===== config.mk =====
export PLATFORM = sky130hd
export DESIGN_NAME = lrs_seq
export DESIGN_NICKNAME = d
export VERILOG_FILES = /design/src/rtl/lrs_pkg.sv /design/src/rtl/lrs_seq.sv
export SDC_FILE = /design/constraint.sdc
export NUM_CORES = 1
export LEC_CHECK = 0
export CAP_MARGIN = 30
export CORE_ASPECT_RATIO = 1.1
export CORE_MARGIN = 2
export CORE_UTILIZATION = 50
export CTS_CLUSTER_DIAMETER = 60
export CTS_CLUSTER_SIZE = 40
export DETAILED_ROUTE_END_ITERATION = 10
export DONT_BUFFER_PORTS = 1
export PLACE_DENSITY = 0.76
export SYNTH_ARGS = -nofsm -noshare
export SYNTH_HDL_FRONTEND = slang
export SYNTH_SLANG_ARGS = --single-unit

===== constraint.sdc =====
create_clock -name pclk -period 5.6 [get_ports pclk]
set_clock_uncertainty 0.05 [all_clocks]
set_input_delay 0 -clock pclk [delete_from_list [all_inputs] [get_ports pclk]]
set_output_delay 0 -clock pclk [all_outputs]
set_load 0.01 [all_outputs]

===== src/rtl/lrs_pkg.sv =====
package lrs_pkg;
  localparam int unsigned ADDR_W = 24;
  localparam int unsigned CNT_W = 16;
  localparam int unsigned LVL_W = 3;
  localparam int unsigned WREG_W = 4;
  localparam int unsigned STALL_CYCLES = 1;
  // Register map, byte addresses
  localparam logic [11:0] REG_CTRL = 12'h000;
  localparam logic [11:0] REG_START = 12'h004;
  localparam logic [11:0] REG_END = 12'h008;
  localparam logic [11:0] REG_COUNT = 12'h00c;
  localparam logic [11:0] REG_STATUS = 12'h010;
  localparam logic [11:0] REG_STATS = 12'h014;
  // Field positions
  localparam int unsigned CTRL_EXIT_BIT = 0;
  localparam int unsigned STAT_ACTIVE_BIT = 0;
  localparam int unsigned STAT_LVL_LSB = 8;
  localparam int unsigned STAT_STALL_BIT = 4;
  localparam logic [LVL_W-1:0] LVL_NONE = 3'h0;
  localparam logic [LVL_W-1:0] LVL_ONE = 3'h1;
  localparam logic [LVL_W-1:0] LVL_TWO = 3'h2;
  localparam logic [CNT_W-1:0] CNT_ZERO = 16'h0000;
  localparam logic [CNT_W-1:0] CNT_ONE = 16'h0001;
  localparam logic [ADDR_W-1:0] ADDR_STEP = 24'h000002;
  typedef enum logic [1:0] {
    LRS_RUN = 2'b00,
    LRS_STALL = 2'b01,
    LRS_IRQ = 2'b10
  } lrs_state_type;
endpackage : lrs_pkg


===== src/rtl/lrs_seq.sv =====
module lrs_seq
  import lrs_pkg::*;
(
  // Clock and reset
  input wire logic pclk,
  input wire logic presetn,
  // APB slave
  input wire logic psel,
  input wire logic penable,
  input wire logic pwrite,
  input wire logic [11:0] paddr,
  input wire logic [31:0] pwdata,
  output logic [31:0] prdata,
  output logic pready,
  output logic pslverr,
  // Instruction pipeline, same clock
  input wire logic loop_instr_exec,
  input wire logic [ADDR_W-1:0] loop_start_in,
  input wire logic [ADDR_W-1:0] loop_end_in,
  input wire logic [CNT_W-1:0] loop_count_in,
  input wire logic [ADDR_W-1:0] prefetch_addr,
  input wire logic cur_writes_wreg,
  input wire logic [WREG_W-1:0] cur_dest_wreg,
  input wire logic pf_uses_ea,
  input wire logic [WREG_W-1:0] pf_ea_wreg,
  input wire logic irq_request,
  // Sequencer outputs
  output logic redirect_valid,
  output logic [ADDR_W-1:0] redirect_addr,
  output logic stall,
  output logic irq_take,
  output logic loop_active_flag,
  output logic [LVL_W-1:0] loop_nesting_level
);

  logic [ADDR_W-1:0] start_q, end_q, start_sh_q, end_sh_q;
  logic [CNT_W-1:0] count_q, count_sh_q;
  logic [LVL_W-1:0] lvl_q;
  logic exit_req_q;
  logic [15:0] stall_cnt_q;
  lrs_state_type state_q;
  logic irq_hold_q;

  function automatic logic hit(input logic [11:0] a, input logic [11:0] r);
    return a == r;
  endfunction : hit

  wire apb_wr = psel && penable && pwrite;
  wire sw_exit = apb_wr && hit(paddr, REG_CTRL) && pwdata[CTRL_EXIT_BIT];
  wire active = |lvl_q;
  // Compare runs whatever the flow, so a return as last word still ends right
  wire end_seen = active && (prefetch_addr == end_q);
  wire exit_any = exit_req_q || sw_exit;
  // Count zero means this pass is the last; early exit also finishes here
  wire last_pass = (count_q == CNT_ZERO) || exit_any;
  wire loop_done = end_seen && last_pass;
  // Hazard between write destination and prefetched address source
  wire raw_hit = cur_writes_wreg && pf_uses_ea && (cur_dest_wreg == pf_ea_wreg);

  // Loop registers and nesting
  always_ff @(posedge pclk or negedge presetn) begin
    if (!presetn) begin
      start_q <= '0;
      end_q <= '0;
      count_q <= CNT_ZERO;
      start_sh_q <= '0;
      end_sh_q <= '0;
      count_sh_q <= CNT_ZERO;
      lvl_q <= LVL_NONE;
    end else if (loop_instr_exec) begin
      start_sh_q <= start_q;
      end_sh_q <= end_q;
      count_sh_q <= count_q;
      start_q <= loop_start_in;
      end_q <= loop_end_in;
      count_q <= loop_count_in;
      if (lvl_q != 3'h7) begin
        lvl_q <= lvl_q + LVL_ONE;
      end
    end else if (apb_wr && hit(paddr, REG_START)) begin
      start_q <= pwdata[ADDR_W-1:0];
    end else if (apb_wr && hit(paddr, REG_END)) begin
      end_q <= pwdata[ADDR_W-1:0];
    end else if (apb_wr && hit(paddr, REG_COUNT)) begin
      count_q <= pwdata[CNT_W-1:0];
    end else if (loop_done) begin
      // Same unwind for early exit and exhaustion
      lvl_q <= lvl_q - LVL_ONE;
      if (lvl_q == LVL_TWO) begin
        start_q <= start_sh_q;
        end_q <= end_sh_q;
        count_q <= count_sh_q;
      end
    end else if (end_seen) begin
      count_q <= count_q - CNT_ONE;
    end
  end

  // Exit request held until the end address comes round or a loop instruction executes; a request in
  // the same cycle as the end address also ends this pass, no extra one runs
  always_ff @(posedge pclk or negedge presetn) begin
    if (!presetn) begin
      exit_req_q <= 1'b0;
    end else if (loop_done || loop_instr_exec) begin
      exit_req_q <= 1'b0;
    end else if (sw_exit && active) begin
      exit_req_q <= 1'b1;
    end
  end

  // Fetch redirect to start while looping; length zero reloads same word
  always_ff @(posedge pclk or negedge presetn) begin
    if (!presetn) begin
      redirect_valid <= 1'b0;
      redirect_addr <= '0;
    end else begin
      redirect_valid <= end_seen && !last_pass;
      redirect_addr <= loop_done ? prefetch_addr + ADDR_STEP : start_q;
    end
  end

  // Stall and interrupt sequencing
  always_ff @(posedge pclk or negedge presetn) begin
    if (!presetn) begin
      state_q <= LRS_RUN;
      stall <= 1'b0;
      irq_take <= 1'b0;
      irq_hold_q <= 1'b0;
    end else begin
      irq_take <= 1'b0;
      stall <= 1'b0;
      case (state_q)
        LRS_RUN: begin
          if (irq_request && !raw_hit) begin
            // No write hazard pending, so the interrupt is taken at once with no stall
            irq_take <= 1'b1;
          end else if (raw_hit) begin
            stall <= 1'b1;
            irq_hold_q <= irq_request;
            state_q <= LRS_STALL;
          end
        end
        LRS_STALL: begin
          if (irq_hold_q || irq_request) begin
            state_q <= LRS_IRQ;
          end else begin
            state_q <= LRS_RUN;
          end
          irq_hold_q <= 1'b0;
        end
        LRS_IRQ: begin
          irq_take <= 1'b1;
          state_q <= LRS_RUN;
        end
        default: state_q <= LRS_RUN;
      endcase
    end
  end

  always_ff @(posedge pclk or negedge presetn) begin
    if (!presetn) begin
      stall_cnt_q <= 16'h0000;
    end else if (raw_hit && state_q == LRS_RUN) begin
      stall_cnt_q <= stall_cnt_q + 16'h0001;
    end
  end

  always_ff @(posedge pclk or negedge presetn) begin
    if (!presetn) begin
      loop_active_flag <= 1'b0;
      loop_nesting_level <= LVL_NONE;
    end else begin
      loop_active_flag <= |lvl_q;
      loop_nesting_level <= lvl_q;
    end
  end

  // APB: zero wait, unmapped reads zero with error
  always_ff @(posedge pclk or negedge presetn) begin
    if (!presetn) begin
      prdata <= 32'h0000_0000;
      pready <= 1'b0;
      pslverr <= 1'b0;
    end else begin
      pready <= psel && !penable;
      pslverr <= 1'b0;
      prdata <= 32'h0000_0000;
      if (psel && !penable) begin
        case (paddr)
          REG_CTRL: prdata <= 32'h0000_0000;
          REG_START: prdata <= {8'h00, start_q};
          REG_END: prdata <= {8'h00, end_q};
          REG_COUNT: prdata <= {16'h0000, count_q};
          REG_STATUS: prdata <= {21'h0, lvl_q, 3'h0, stall, 3'h0, active};
          REG_STATS: prdata <= {16'h0000, stall_cnt_q};
          default: pslverr <= 1'b1;
        endcase
      end
    end
  end

  property p_active_or;
    @(posedge pclk) disable iff (!presetn) loop_active_flag == |$past(lvl_q);
  endproperty
  a_active_or: assert property (p_active_or) else $error("active flag mismatch");

  property p_stall_on_hit;
    @(posedge pclk) disable iff (!presetn)
      (raw_hit && state_q == LRS_RUN && !irq_request) |=> stall ##1 !stall;
  endproperty
  a_stall_on_hit: assert property (p_stall_on_hit) else $error("missing one stall");

  property p_no_false_stall;
    @(posedge pclk) disable iff (!presetn) stall |-> $past(raw_hit);
  endproperty
  a_no_false_stall: assert property (p_no_false_stall) else $error("spurious stall");

  property p_irq_after_stall;
    @(posedge pclk) disable iff (!presetn)
      (raw_hit && state_q == LRS_RUN && irq_request) |=> stall ##2 irq_take;
  endproperty
  a_irq_after_stall: assert property (p_irq_after_stall) else $error("irq not after stall");

  property p_irq_first;
    @(posedge pclk) disable iff (!presetn)
      (state_q == LRS_RUN && irq_request && !raw_hit) |=> irq_take && !stall;
  endproperty
  a_irq_first: assert property (p_irq_first) else $error("irq on first wrong");

  property p_done_unwind;
    @(posedge pclk) disable iff (!presetn)
      (loop_done && !loop_instr_exec && !apb_wr) |=> lvl_q == $past(lvl_q) - LVL_ONE;
  endproperty
  a_done_unwind: assert property (p_done_unwind) else $error("level not unwound");

  property p_exit_read_zero;
    @(posedge pclk) disable iff (!presetn)
      (psel && !penable && !pwrite && paddr == REG_CTRL) |=> prdata == 32'h0;
  endproperty
  a_exit_read_zero: assert property (p_exit_read_zero) else $error("exit bit read nonzero");

  property p_no_redirect_idle;
    @(posedge pclk) disable iff (!presetn) !active |=> !redirect_valid;
  endproperty
  a_no_redirect_idle: assert property (p_no_redirect_idle) else $error("redirect while idle");

  property p_decrement;
    @(posedge pclk) disable iff (!presetn)
      (end_seen && !last_pass && !loop_instr_exec && !apb_wr) |=> count_q == $past(count_q) - CNT_ONE;
  endproperty
  a_decrement: assert property (p_decrement) else $error("count not decremented");

  c_stall: cover property (@(posedge pclk) disable iff (!presetn) stall);
  c_loop_done: cover property (@(posedge pclk) disable iff (!presetn) loop_done);
  c_early_exit: cover property (@(posedge pclk) disable iff (!presetn) loop_done && exit_req_q);
  c_irq_stall: cover property (@(posedge pclk) disable iff (!presetn) state_q == LRS_IRQ);

endmodule : lrs_seq


### After elaboration in Yosys (flattened, before gate mapping)

Cells that the tools add are included.
Widths: inputs -> output; s select.

* flip-flop bits (word level): 216
* input bits: 149
* output and inout port bits: 65

* $add $sub $neg: 5
* eq/ne operators: 21
* multiplexer cells: 44
* reduce and logical (&&, ||, !) cells: 42

Operators with widths (number)
* $mux 24: 14
* $pmux 24 s5: 1
* $mux 16: 7
* $add 24x2->24 const B: 1
* $eq 12x4->1 const B: 2
* $eq 12x5->1 const B: 2
* $eq 24x24->1: 1
* $mux 3: 6
* $add 16x1->16 const B: 1
* $logic_and 1x1->1: 16
* $logic_not 16->1: 1
* $sub 16x1->16 const B: 1
* $eq 12x3->1 const B: 1
* $logic_not 12->1: 1
* $ne 3x3->1 const B: 4
* $reduce_and 4->1: 3
* $reduce_bool 3->1: 4
* $mux 1: 10
* $ne 2x2->1 const B: 5
* $mux 2: 3
* $reduce_bool 2->1: 3
* $reduce_or 6->1: 1
* $reduce_and 5->1: 1
* $eq 4x4->1: 1
* 16 further kinds: 22

### Longest topological paths before layout

Gate-level depths: netlist of run 1.

* word-level depth: 12
* gate-level depth with buffers: 10
* mapped depth without buffers: 8

### Worst setup path after synthesis of run 1

No wires, ideal clock.

* path type: flip-flop to flip-flop
* from: reg end_q[2]
* to: reg count_q[0]
* setup time: 0.122 ns
* arrival: 2.317 ns
* required time: 5.428 ns
* setup slack: 3.111 ns
* cell stages (with the launch flop): 9
* path buffers: 2
* clock period less this slack: 2.489 ns
* path through: dfrtp_1 > xor2_1 > or4_1 > nor3_1 > clkbuf_1 > buf_2 > nand4b_1 > a31o_2 > o2bb2ai_1

* word-level cells in the longest chain between the ends: 8
* elaborated cells between the ends (all ways): 11
* those cells by class: 2 x eq/ne; 5 x mux; 4 x reduce/logical

Ends and longest elaborated chain
* start, declared: RTL line lrs_seq.sv:36 `logic [ADDR_W-1:0] start_q, end_q, start_sh_q, end_sh_q;`
* start signal, assigned: RTL line lrs_seq.sv:75 `end_q <= loop_end_in;`
* start signal, assigned: RTL line lrs_seq.sv:83 `end_q <= pwdata[ADDR_W-1:0];`
* start signal, assigned: RTL line lrs_seq.sv:91 `end_q <= end_sh_q;`
* $eq 24x24->1 *: RTL line lrs_seq.sv:52 `wire end_seen = active && (prefetch_addr == end_q);`
* $logic_and 1x1->1 *: RTL line lrs_seq.sv:52
* $logic_and 1x1->1: RTL line lrs_seq.sv:56 `wire loop_done = end_seen && last_pass;`
* $mux 16: RTL line lrs_seq.sv:86 `end else if (loop_done) begin`
* $mux 16: RTL line lrs_seq.sv:84 `end else if (apb_wr && hit(paddr, REG_COUNT)) begin`
* $mux 16: RTL line lrs_seq.sv:82 `end else if (apb_wr && hit(paddr, REG_END)) begin`
* $mux 16: RTL line lrs_seq.sv:80 `end else if (apb_wr && hit(paddr, REG_START)) begin`
* $mux 16: RTL line lrs_seq.sv:70 `end else if (loop_instr_exec) begin`
* end signal, assigned: RTL line lrs_seq.sv:76 `count_q <= loop_count_in;`
* end signal, assigned: RTL line lrs_seq.sv:85 `count_q <= pwdata[CNT_W-1:0];`
* end signal, assigned: RTL line lrs_seq.sv:92 `count_q <= count_sh_q;`
* end, declared: RTL line lrs_seq.sv:37 `logic [CNT_W-1:0] count_q, count_sh_q;`

Mark *: on every way between the ends. The rest lies on a longest branch, timed or not. The select of a mux whose other input is x is not followed.
A chain may end at the register's enable or synchronous reset.

### Final worst setup path of run 1

* from: reg count_q[1]
* to: reg count_q[0]

* word-level cells in the longest chain between the ends: 8
* elaborated cells between the ends (all ways): 11
* those cells by class: 1 x eq/ne; 5 x mux; 5 x reduce/logical

Ends and longest elaborated chain
* $logic_not 16->1 *: RTL line lrs_seq.sv:55 `wire last_pass = (count_q == CNT_ZERO) || exit_any;`
* $logic_or 1x1->1 *: RTL line lrs_seq.sv:55
* $logic_and 1x1->1 *: RTL line lrs_seq.sv:56
* $mux 16: RTL line lrs_seq.sv:86
* $mux 16: RTL line lrs_seq.sv:84
* $mux 16: RTL line lrs_seq.sv:82
* $mux 16: RTL line lrs_seq.sv:80
* $mux 16: RTL line lrs_seq.sv:70

Marks and branches as above.

==> flow_summary_export.csv, run 1 <==
group,metric,value,unit
yosys,yosysWarningCount,0,
floorplan,coreArea,0.02197,mm^2
setup_path,cp-start-kind,"flip-flop",
setup_path,timing_worst_setup_path_type,"flip-flop to flip-flop",
drt,initialDrtViolationCount,1039,
timing,report.final.setup_viol,0,
setup_path,crit_required,5970,ps
finish,flow.area_growth_from_synthesis,22.90,%
yosys,mappedNetlistArea,0.01111,mm^2
power_and_ir_drop,irDropWorstVdd,159.4,uV
floorplan,design.die.area,0.02343,mm^2
finish,mostFrequentLayoutCell,"dfrtp_1",
drt,wl_per_cell,24.42,um
finish,sequential_cell_area,0.005205,mm^2
setup_path,crit_arrival,4200,ps
timing,final_period_minus_worst_setup_slack,3831,ps
drt,vias_per_cell,6.362,
clocking,cts.htree.levels,1,
clocking,clk_root_buffer_cell,"clkbuf_16",
yosys,syn_area_per_cell,10.69,um^2
drt,drt_first_pass_iters,9,
clocking,clkSinkCount,208,
timing,finalSetupTns,0,ps
drt,drc_errors,0,
clocking,ctsLongestPathBuffers,3,
timing,worst-slew-pin-transition,1135,ps
clocking,cts.clk_slew.worst_paths,100,ps
global_route,grt_overflow_total,0,
finish,insertedDiodeCount,0,
floorplan,io_pins,214,
yosys,synth_top_flop_cell,"dfrtp_1",
yosys,synth_async_sr_flop_share,100.0,%
power_and_ir_drop,cellPowerDensity,303.6,mW/mm^2
timing,hold_viol,0,
setup_path,slowest_stage,"and2_1",
floorplan,floorplan.rows,57,
global_route,grt_pass1_wl,55200,um
placed_design,portBuffers,0,
yosys,number_of_flops_mapped_to_enable_cells_by_yosys,0,
timing,timing.max_slew.rel_slack,23.29,%
finish,filler_cell_count,1638,
clocking,tritoncts,"done",
setup_path,worstPathCellList,"inv_1 -> ha_1 -> nor3b_1 -> and4_1 -> a311o_2 -> a32oi_1 -> and2_1 -> o2bb2ai_1 -> dlygate4sd3_1",
finish,net_count_of_the_finished_layout,1335,
global_route,grt_antenna_before_repair,0,
power_and_ir_drop,total_power,4.144,mW
global_route,grt_max_degree,209,
drt,detail_route.wirelength,36240,um
floorplan,die_boundary_width,146.1,um
timing,max_freq,261.1,MHz
min_path,path_category_of_the_worst_min_delay_check,"primary input to flip-flop",
timing,setup_repair_after_global_routing_missed_its_margin,"false",
yosys,yosys.cell_types.count,63,
yosys,postSynthRegisterBits,208,
global_route,grt_pass1_vias,9532,
timing,post-route-period-util,68.40,%
finish,mostFrequentLayoutCells,"dfrtp_1, dlygate4sd3_1, mux2_2, nand2_1, o21ai_0",
power_and_ir_drop,power.leakage,5.867,nW
drt,antenna_violating_nets_remaining,0,
setup_path,critical_path.endpoint_type,"flip-flop",
timing,timing.final.max_slew_violations,0,
placed_design,routabilityCongestion,0.9185,
status,status,"finished, final reports clean",
clocking,numCtsBuffers,15,
finish,area_of_the_multi_input_gates,0.005528,mm^2
floorplan,die_y,160.3,um
setup_path,slowest_delay,810,ps
floorplan,initial_utilization,50.57,%
global_route,gr-usage-all-layers,30.19,%
finish,drive_gt1_share,16.57,%
yosys,post_synth_inst_count,1039,
job,maxCapViolCount,0,
yosys,yosysSeqAreaShare,46.86,%
drt,via_count,9441,
placed_design,hpwl_detailed,21740,um
setup_path,timing.critical_path.fanout_max,33,
clocking,worst_skew_late_latency,500,ps
metal layers:
metal	routed length, um	up-vias	part of all wire (%)	global-route usage, %
met1	13620	4657	38	37.61
li1	-	4029	-	-
met2	16650	607	46	47.98
met5	0	-	0	0
met3	3811	148	11	8.438
met4	2152	0	5.9	16.28
repair_timing:
action	CTS	global route
resized for setup	0	0
hold buffers	184	0
setup buffers	0	0
endpoints found under the setup margin	0	0
hold endpoints to repair	396	0
worst max-delay path: cells and delay by family, from the launching register on:
family,cells,cell delay (ps)
compound gates,3,1220
fa+ha+maj,1,180
buf+inv,2,670
flops,1,460
simple gates,3,1170
cells in the mapped netlist, drive strengths merged (3+ instances only):
master	number	area share, %
dfrtp	208	47
mux2	143	15
nand2	108	3.6
o21ai	91	4.1
nor2	61	2.1
clkbuf	56	1.9
mux2i	48	4.3
xor2	45	3.5
xnor2	29	2.3
a22oi	24	1.6
buf	23	1.5
a222oi	17	1.5
nand3	17	0.81
a41o	16	1.4
a31oi	15	0.84
nor4	15	0.90
nand4	13	0.73
a21oi	12	0.57
and3	11	0.62
inv	11	0.37
nor3	10	0.54
and4	8	0.63
and2	5	0.28
nor2b	5	0.28
or4	5	0.37
ha	4	0.45
or3	4	0.23
a31o	3	0.24
nand4b	3	0.24
nor3b	3	0.20
registers in the layout (all words and copies together), names as in the netlist:
signal	flops
count_q	16
count_sh_q	16
end_q	24
end_sh_q	24
exit_req_q	1
irq_hold_q	1
irq_take	1
loop_active_flag	1
loop_nesting_level	3
lvl_q	3
prdata	24
pready	1
pslverr	1
redirect_addr	24
redirect_valid	1
stall	1
stall_cnt_q	16
start_q	24
start_sh_q	24
state_q	2
final timing paths:
path	from	endpoint	slack, ps	depth (start not counted)
min reg2reg	stall_cnt_q[15]	stall_cnt_q[15]	440	1
max	count_q[1]	count_q[0]	1770	9
min in group asynchronous	presetn	redirect_addr[4]	130	2
max reg2reg	count_q[1]	count_q[0]	1770	9
max in group asynchronous	presetn	loop_active_flag	4420	2
min	paddr[4]	prdata[17]	30	4
cells by family after synthesis:
kind of cell | share of synthesized area, %
DFF | 46.86
and+or+nand+nor | 12.05
adders and majority gates | 0.6308
xor gates and xnor gates | 5.835
AOI/OAI and AO/OA | 11.76
other | 0.03376
muxes | 19.09
buffers and inverters | 3.740
cell type report:
| cell class | count | share of cell area, % |
|---|---|---|
| inverter | 11 | 0.3024 |
| tap | 295 | 2.704 |
| timing repair buffer | 197 | 14.65 |
| clock inverter | 9 | 0.8707 |
| multi-input combinational | 748 | 40.49 |
| sequential | 208 | 38.13 |
| clock buffer | 16 | 2.850 |
per-stage QoR:
step	cell area, um^2	std cells	utilization (%)	worst slack (ps)	hold WS [ps]
detailed placement	11250	1274	51.20	2162	-340.1
global placement	11210	1271	51.04	2205	-339.2
floorplan	11130	1046	-	3111	-345.6
finish	13650	1484	62.15	1769	27.43
CTS	13630	1483	62.06	1881	0.07666
global route	13650	1484	62.15	1643	31.96
power by group:
group | switching [mW] | total [mW] | internal, mW | leakage [nW]
Sequential | 0.312 | 2.08 | 1.77 | 2.60
Clock | 0.597 | 1.18 | 0.578 | 0.242
Combinational | 0.402 | 0.892 | 0.490 | 3.02
Total | 1.31 | 4.14 | 2.83 | 5.87
Power figures use the tool's default switching activity.
==> inputs of run 2 (changes only) <==
Settings changed: ABC_AREA set to 1, PLACE_DENSITY 0.76 to 0.79.
Clock period 5.6 ns to 3.3 ns, I/O delays scaled along.
==> run 2 against run 1 <==
  * The flow now finishes with violations (negative hold slack)
  * Sequential share of layout area fell by 1.5 points
  * Register-to-register slack got worse by 1200 ps
  * Non-clock buffer count fell by 11
  * First-iteration DRC count rose by 57%
  * Synthesized area rose by 6.1%
  * Clock-buffer cell count rose by 4
  * Largest cell class unchanged
  * Highest routed layer unchanged
==> flow_summary_export.csv, run 2 <==
group,metric,value,unit
setup_path,crit_arrival,3560,ps
finish,drive_gt1_share,4.800,%
floorplan,io_pins,214,
drt,wl_per_cell,20.56,um
yosys,post_synth_inst_count,1631,
floorplan,die_boundary_width,150.4,um
setup_path,crit_end,"end_q[22]",
drt,initialDrtViolationCount,1632,
setup_path,critical_path.endpoint_type,"flip-flop",
timing,finalHoldWorstSlack,-877.7,ps
timing,hold_viol,208,
yosys,post-synth-top-count-cell,"nand2_1",
timing,timing.final.max_slew_violations,0,
drt,detail_route.wirelength,42720,um
clocking,tritoncts,"done",
power_and_ir_drop,power.leakage,7.106,nW
min_path,path_category_of_the_worst_min_delay_check,"primary input to async pin",
yosys,synth_common_cells,"nand2_1, dfrtp_1, inv_1, o21ai_0, nor2_1",
yosys,yosys.cell_types.count,43,
setup_path,launching_instance_or_port_of_the_critical_path,"paddr[2]",
drt,antenna_violating_nets_remaining,0,
global_route,grt_antenna_before_repair,1,
clocking,hold_buffers,168,
drt,via_count,12284,
setup_path,r2r_start,"lvl_q[0]",
power_and_ir_drop,irDropWorstVdd,293.0,uV
setup_path,worstPathCellList,"dlygate4sd3_1 -> inv_1 -> nand2_1 -> dlygate4sd3_1 -> nor2_2 -> nand2_1 -> inv_4 -> nand2_1 -> buf_4 -> o21ai_0 -> nand2_1 -> dlygate4sd3_1 -> nand4_1 -> nand2_1",
setup_path,timing.critical_path.fanout_max,21,
timing,report.final.setup_viol,0,
yosys,cell_type_contributing_the_most_total_cell_area_after_synthesis,"dfrtp_1",
yosys,syn_area_per_cell,7.226,um^2
setup_path,crit_required,3640,ps
setup_path,timing_worst_setup_path_type,"primary input to flip-flop",
setup_path,reg2reg_to,"end_q[16]",
timing,worst-slew-pin-transition,899.7,ps
status,violations,"negative hold slack",
clocking,cts.htree.levels,1,
yosys,yosysSeqAreaShare,44.16,%
yosys,synth_top_flop_cell,"dfrtp_1",
yosys,post_synth_main_area_contributors,"dfrtp_1, nand2_1, o21ai_0",
floorplan,design.die.area,0.02482,mm^2
timing,layout_setup_ws,73.69,ps
drt,drc_errors,0,
drt,vias_per_cell,5.911,
setup_path,cp_common_cell,"nand2_1",
finish,net_count_of_the_finished_layout,1915,
timing,final_period_minus_worst_setup_slack,3226,ps
yosys,postSynthRegisterBits,208,
setup_path,slowest_stage,"dlygate4sd3_1",
clocking,ctsLongestPathBuffers,3,
finish,mostFrequentLayoutCell,"nand2_1",
floorplan,coreArea,0.02300,mm^2
setup_path,cp-start-kind,"primary input",
yosys,yosysWarningCount,0,
clocking,worst_skew_late_latency,510,ps
finish,mostFrequentLayoutCells,"nand2_1, dfrtp_1, dlygate4sd3_1, inv_1, o21ai_0",
timing,max_freq,310.0,MHz
finish,final_core_utilization,61.78,%
drt,drt_first_pass_iters,8,
placed_design,portBuffers,0,
clocking,clk_root_buffer_cell,"clkbuf_16",
global_route,grt_overflow_total,0,
global_route,grt_pass1_wl,65000,um
timing,timing.max_slew.rel_slack,39.96,%
floorplan,initial_utilization,51.23,%
yosys,number_of_flops_mapped_to_enable_cells_by_yosys,0,
yosys,synthDominantCellAreaShare,44.16,%
finish,flow.area_growth_from_synthesis,20.57,%
setup_path,r2r_setup_slack,520,ps
placed_design,detailedPlace.worstSlack,686.7,ps
global_route,grt_pass1_vias,11621,
power_and_ir_drop,total_power,7.829,mW
clocking,cts.clk_slew.worst_paths,90,ps
placed_design,routabilityCongestion,0.9829,
yosys,mappedNetlistArea,0.01179,mm^2
clocking,numCtsBuffers,16,
placed_design,hpwl_detailed,27860,um
global_route,grt_max_degree,209,
timing,post-route-period-util,97.77,%
floorplan,die_y,165.0,um
power_and_ir_drop,cellPowerDensity,550.9,mW/mm^2
setup_path,slowest_delay,580,ps
global_route,gr-usage-all-layers,34.00,%
job,maxCapViolCount,0,
status,status,"finished with violations",
setup_path,rr_worst_depth,11,
clocking,clkSinkCount,208,
yosys,synth_async_sr_flop_share,100.0,%
floorplan,floorplan.rows,58,
-- run 2: cell types whose count changed after synthesis, sizes merged, moves of 22 or more --
| cell | change |
|---|---|
| nand3 | +50 |
| nand2 | +569 |
| nand4 | +60 |
| o21ai | +22 |
| clkbuf | -24 |
| mux2 | -143 |
| buf | +26 |
| inv | +130 |
| mux2i | -48 |
| nor2 | +34 |
-- run 2: repair_timing --
item	in CTS	in global routing
gates resized for setup	0	2
setup buffers	0	0
endpoints found under the setup margin	0	5
endpoints found under the hold margin	365	208
-- run 2: worst min-delay path by stage --
stage | to | from | cells past startpoint
finish | irq_take | presetn | 0
global route | irq_take | presetn | 0
CTS | irq_take | presetn | 0
detailed placement | irq_take | presetn | 0
global placement | irq_take | presetn | 0
floorplan | count_q[0] | presetn | 0
-- run 2: per-stage QoR --
step           std cells  hold WS [ps]  TNS [ps]  area, um^2
6_report            2078        -877.7         0       14210
5_1_grt             2072        -887.9    -78.60       14200
4_1_cts             2071        -879.1         0       14190
3_5_place_dp        1875        -341.8         0       11930
3_3_place_gp        1874        -341.7         0       11920
2_1_floorplan       1638        -345.6         0       11810
-- run 2: final cells by class --
class                           count  area, um^2
Sequential cell                   208        5205
Fill cell                        1929        8793
Clock buffer                       20       466.7
Antenna cell                        7       17.52
Clock inverter                      8       97.59
Inverter                          143       543.0
Timing Repair Buffer              186        1838
Tap cell                          300       375.4
Multi-Input combinational cell   1206        5668
-- run 2: power by group --
part / switching [mW] / total (mW) / leakage (nW) / internal [mW]
clock network: 1.06 / 2.18 / 0.277 / 1.12
logic: 1.19 / 1.93 / 4.16 / 0.743
registers: 0.598 / 3.71 / 2.67 / 3.11
-- run 2: kinds of logic after synthesis --
family / after synthesis / share of synthesized area [%]
fa+ha+maj: 5 / 0.5945
xor+xnor: 57 / 4.236
compound gates: 190 / 9.130
other cells: 1 / 0.03182
flops: 208 / 44.16
buf+inv: 224 / 8.004
simple gates: 946 / 33.84
-- run 2: critical path: cells and delay by family --
family                 cells  cell delay [ps]
AO/OA/AOI/OAI              1              220
buffers and inverters      6             2320
AND/OR/NAND/NOR            7             1010
-- run 2: metal layers --
metal	GRT usage (%)	wire length [um]	vias to the layer above
li1	-	-	5482
met1	44.84	15820	5719
met2	52.83	18950	882
met3	7.127	5166	201
met4	17.62	2779	0
met5	0	0	-
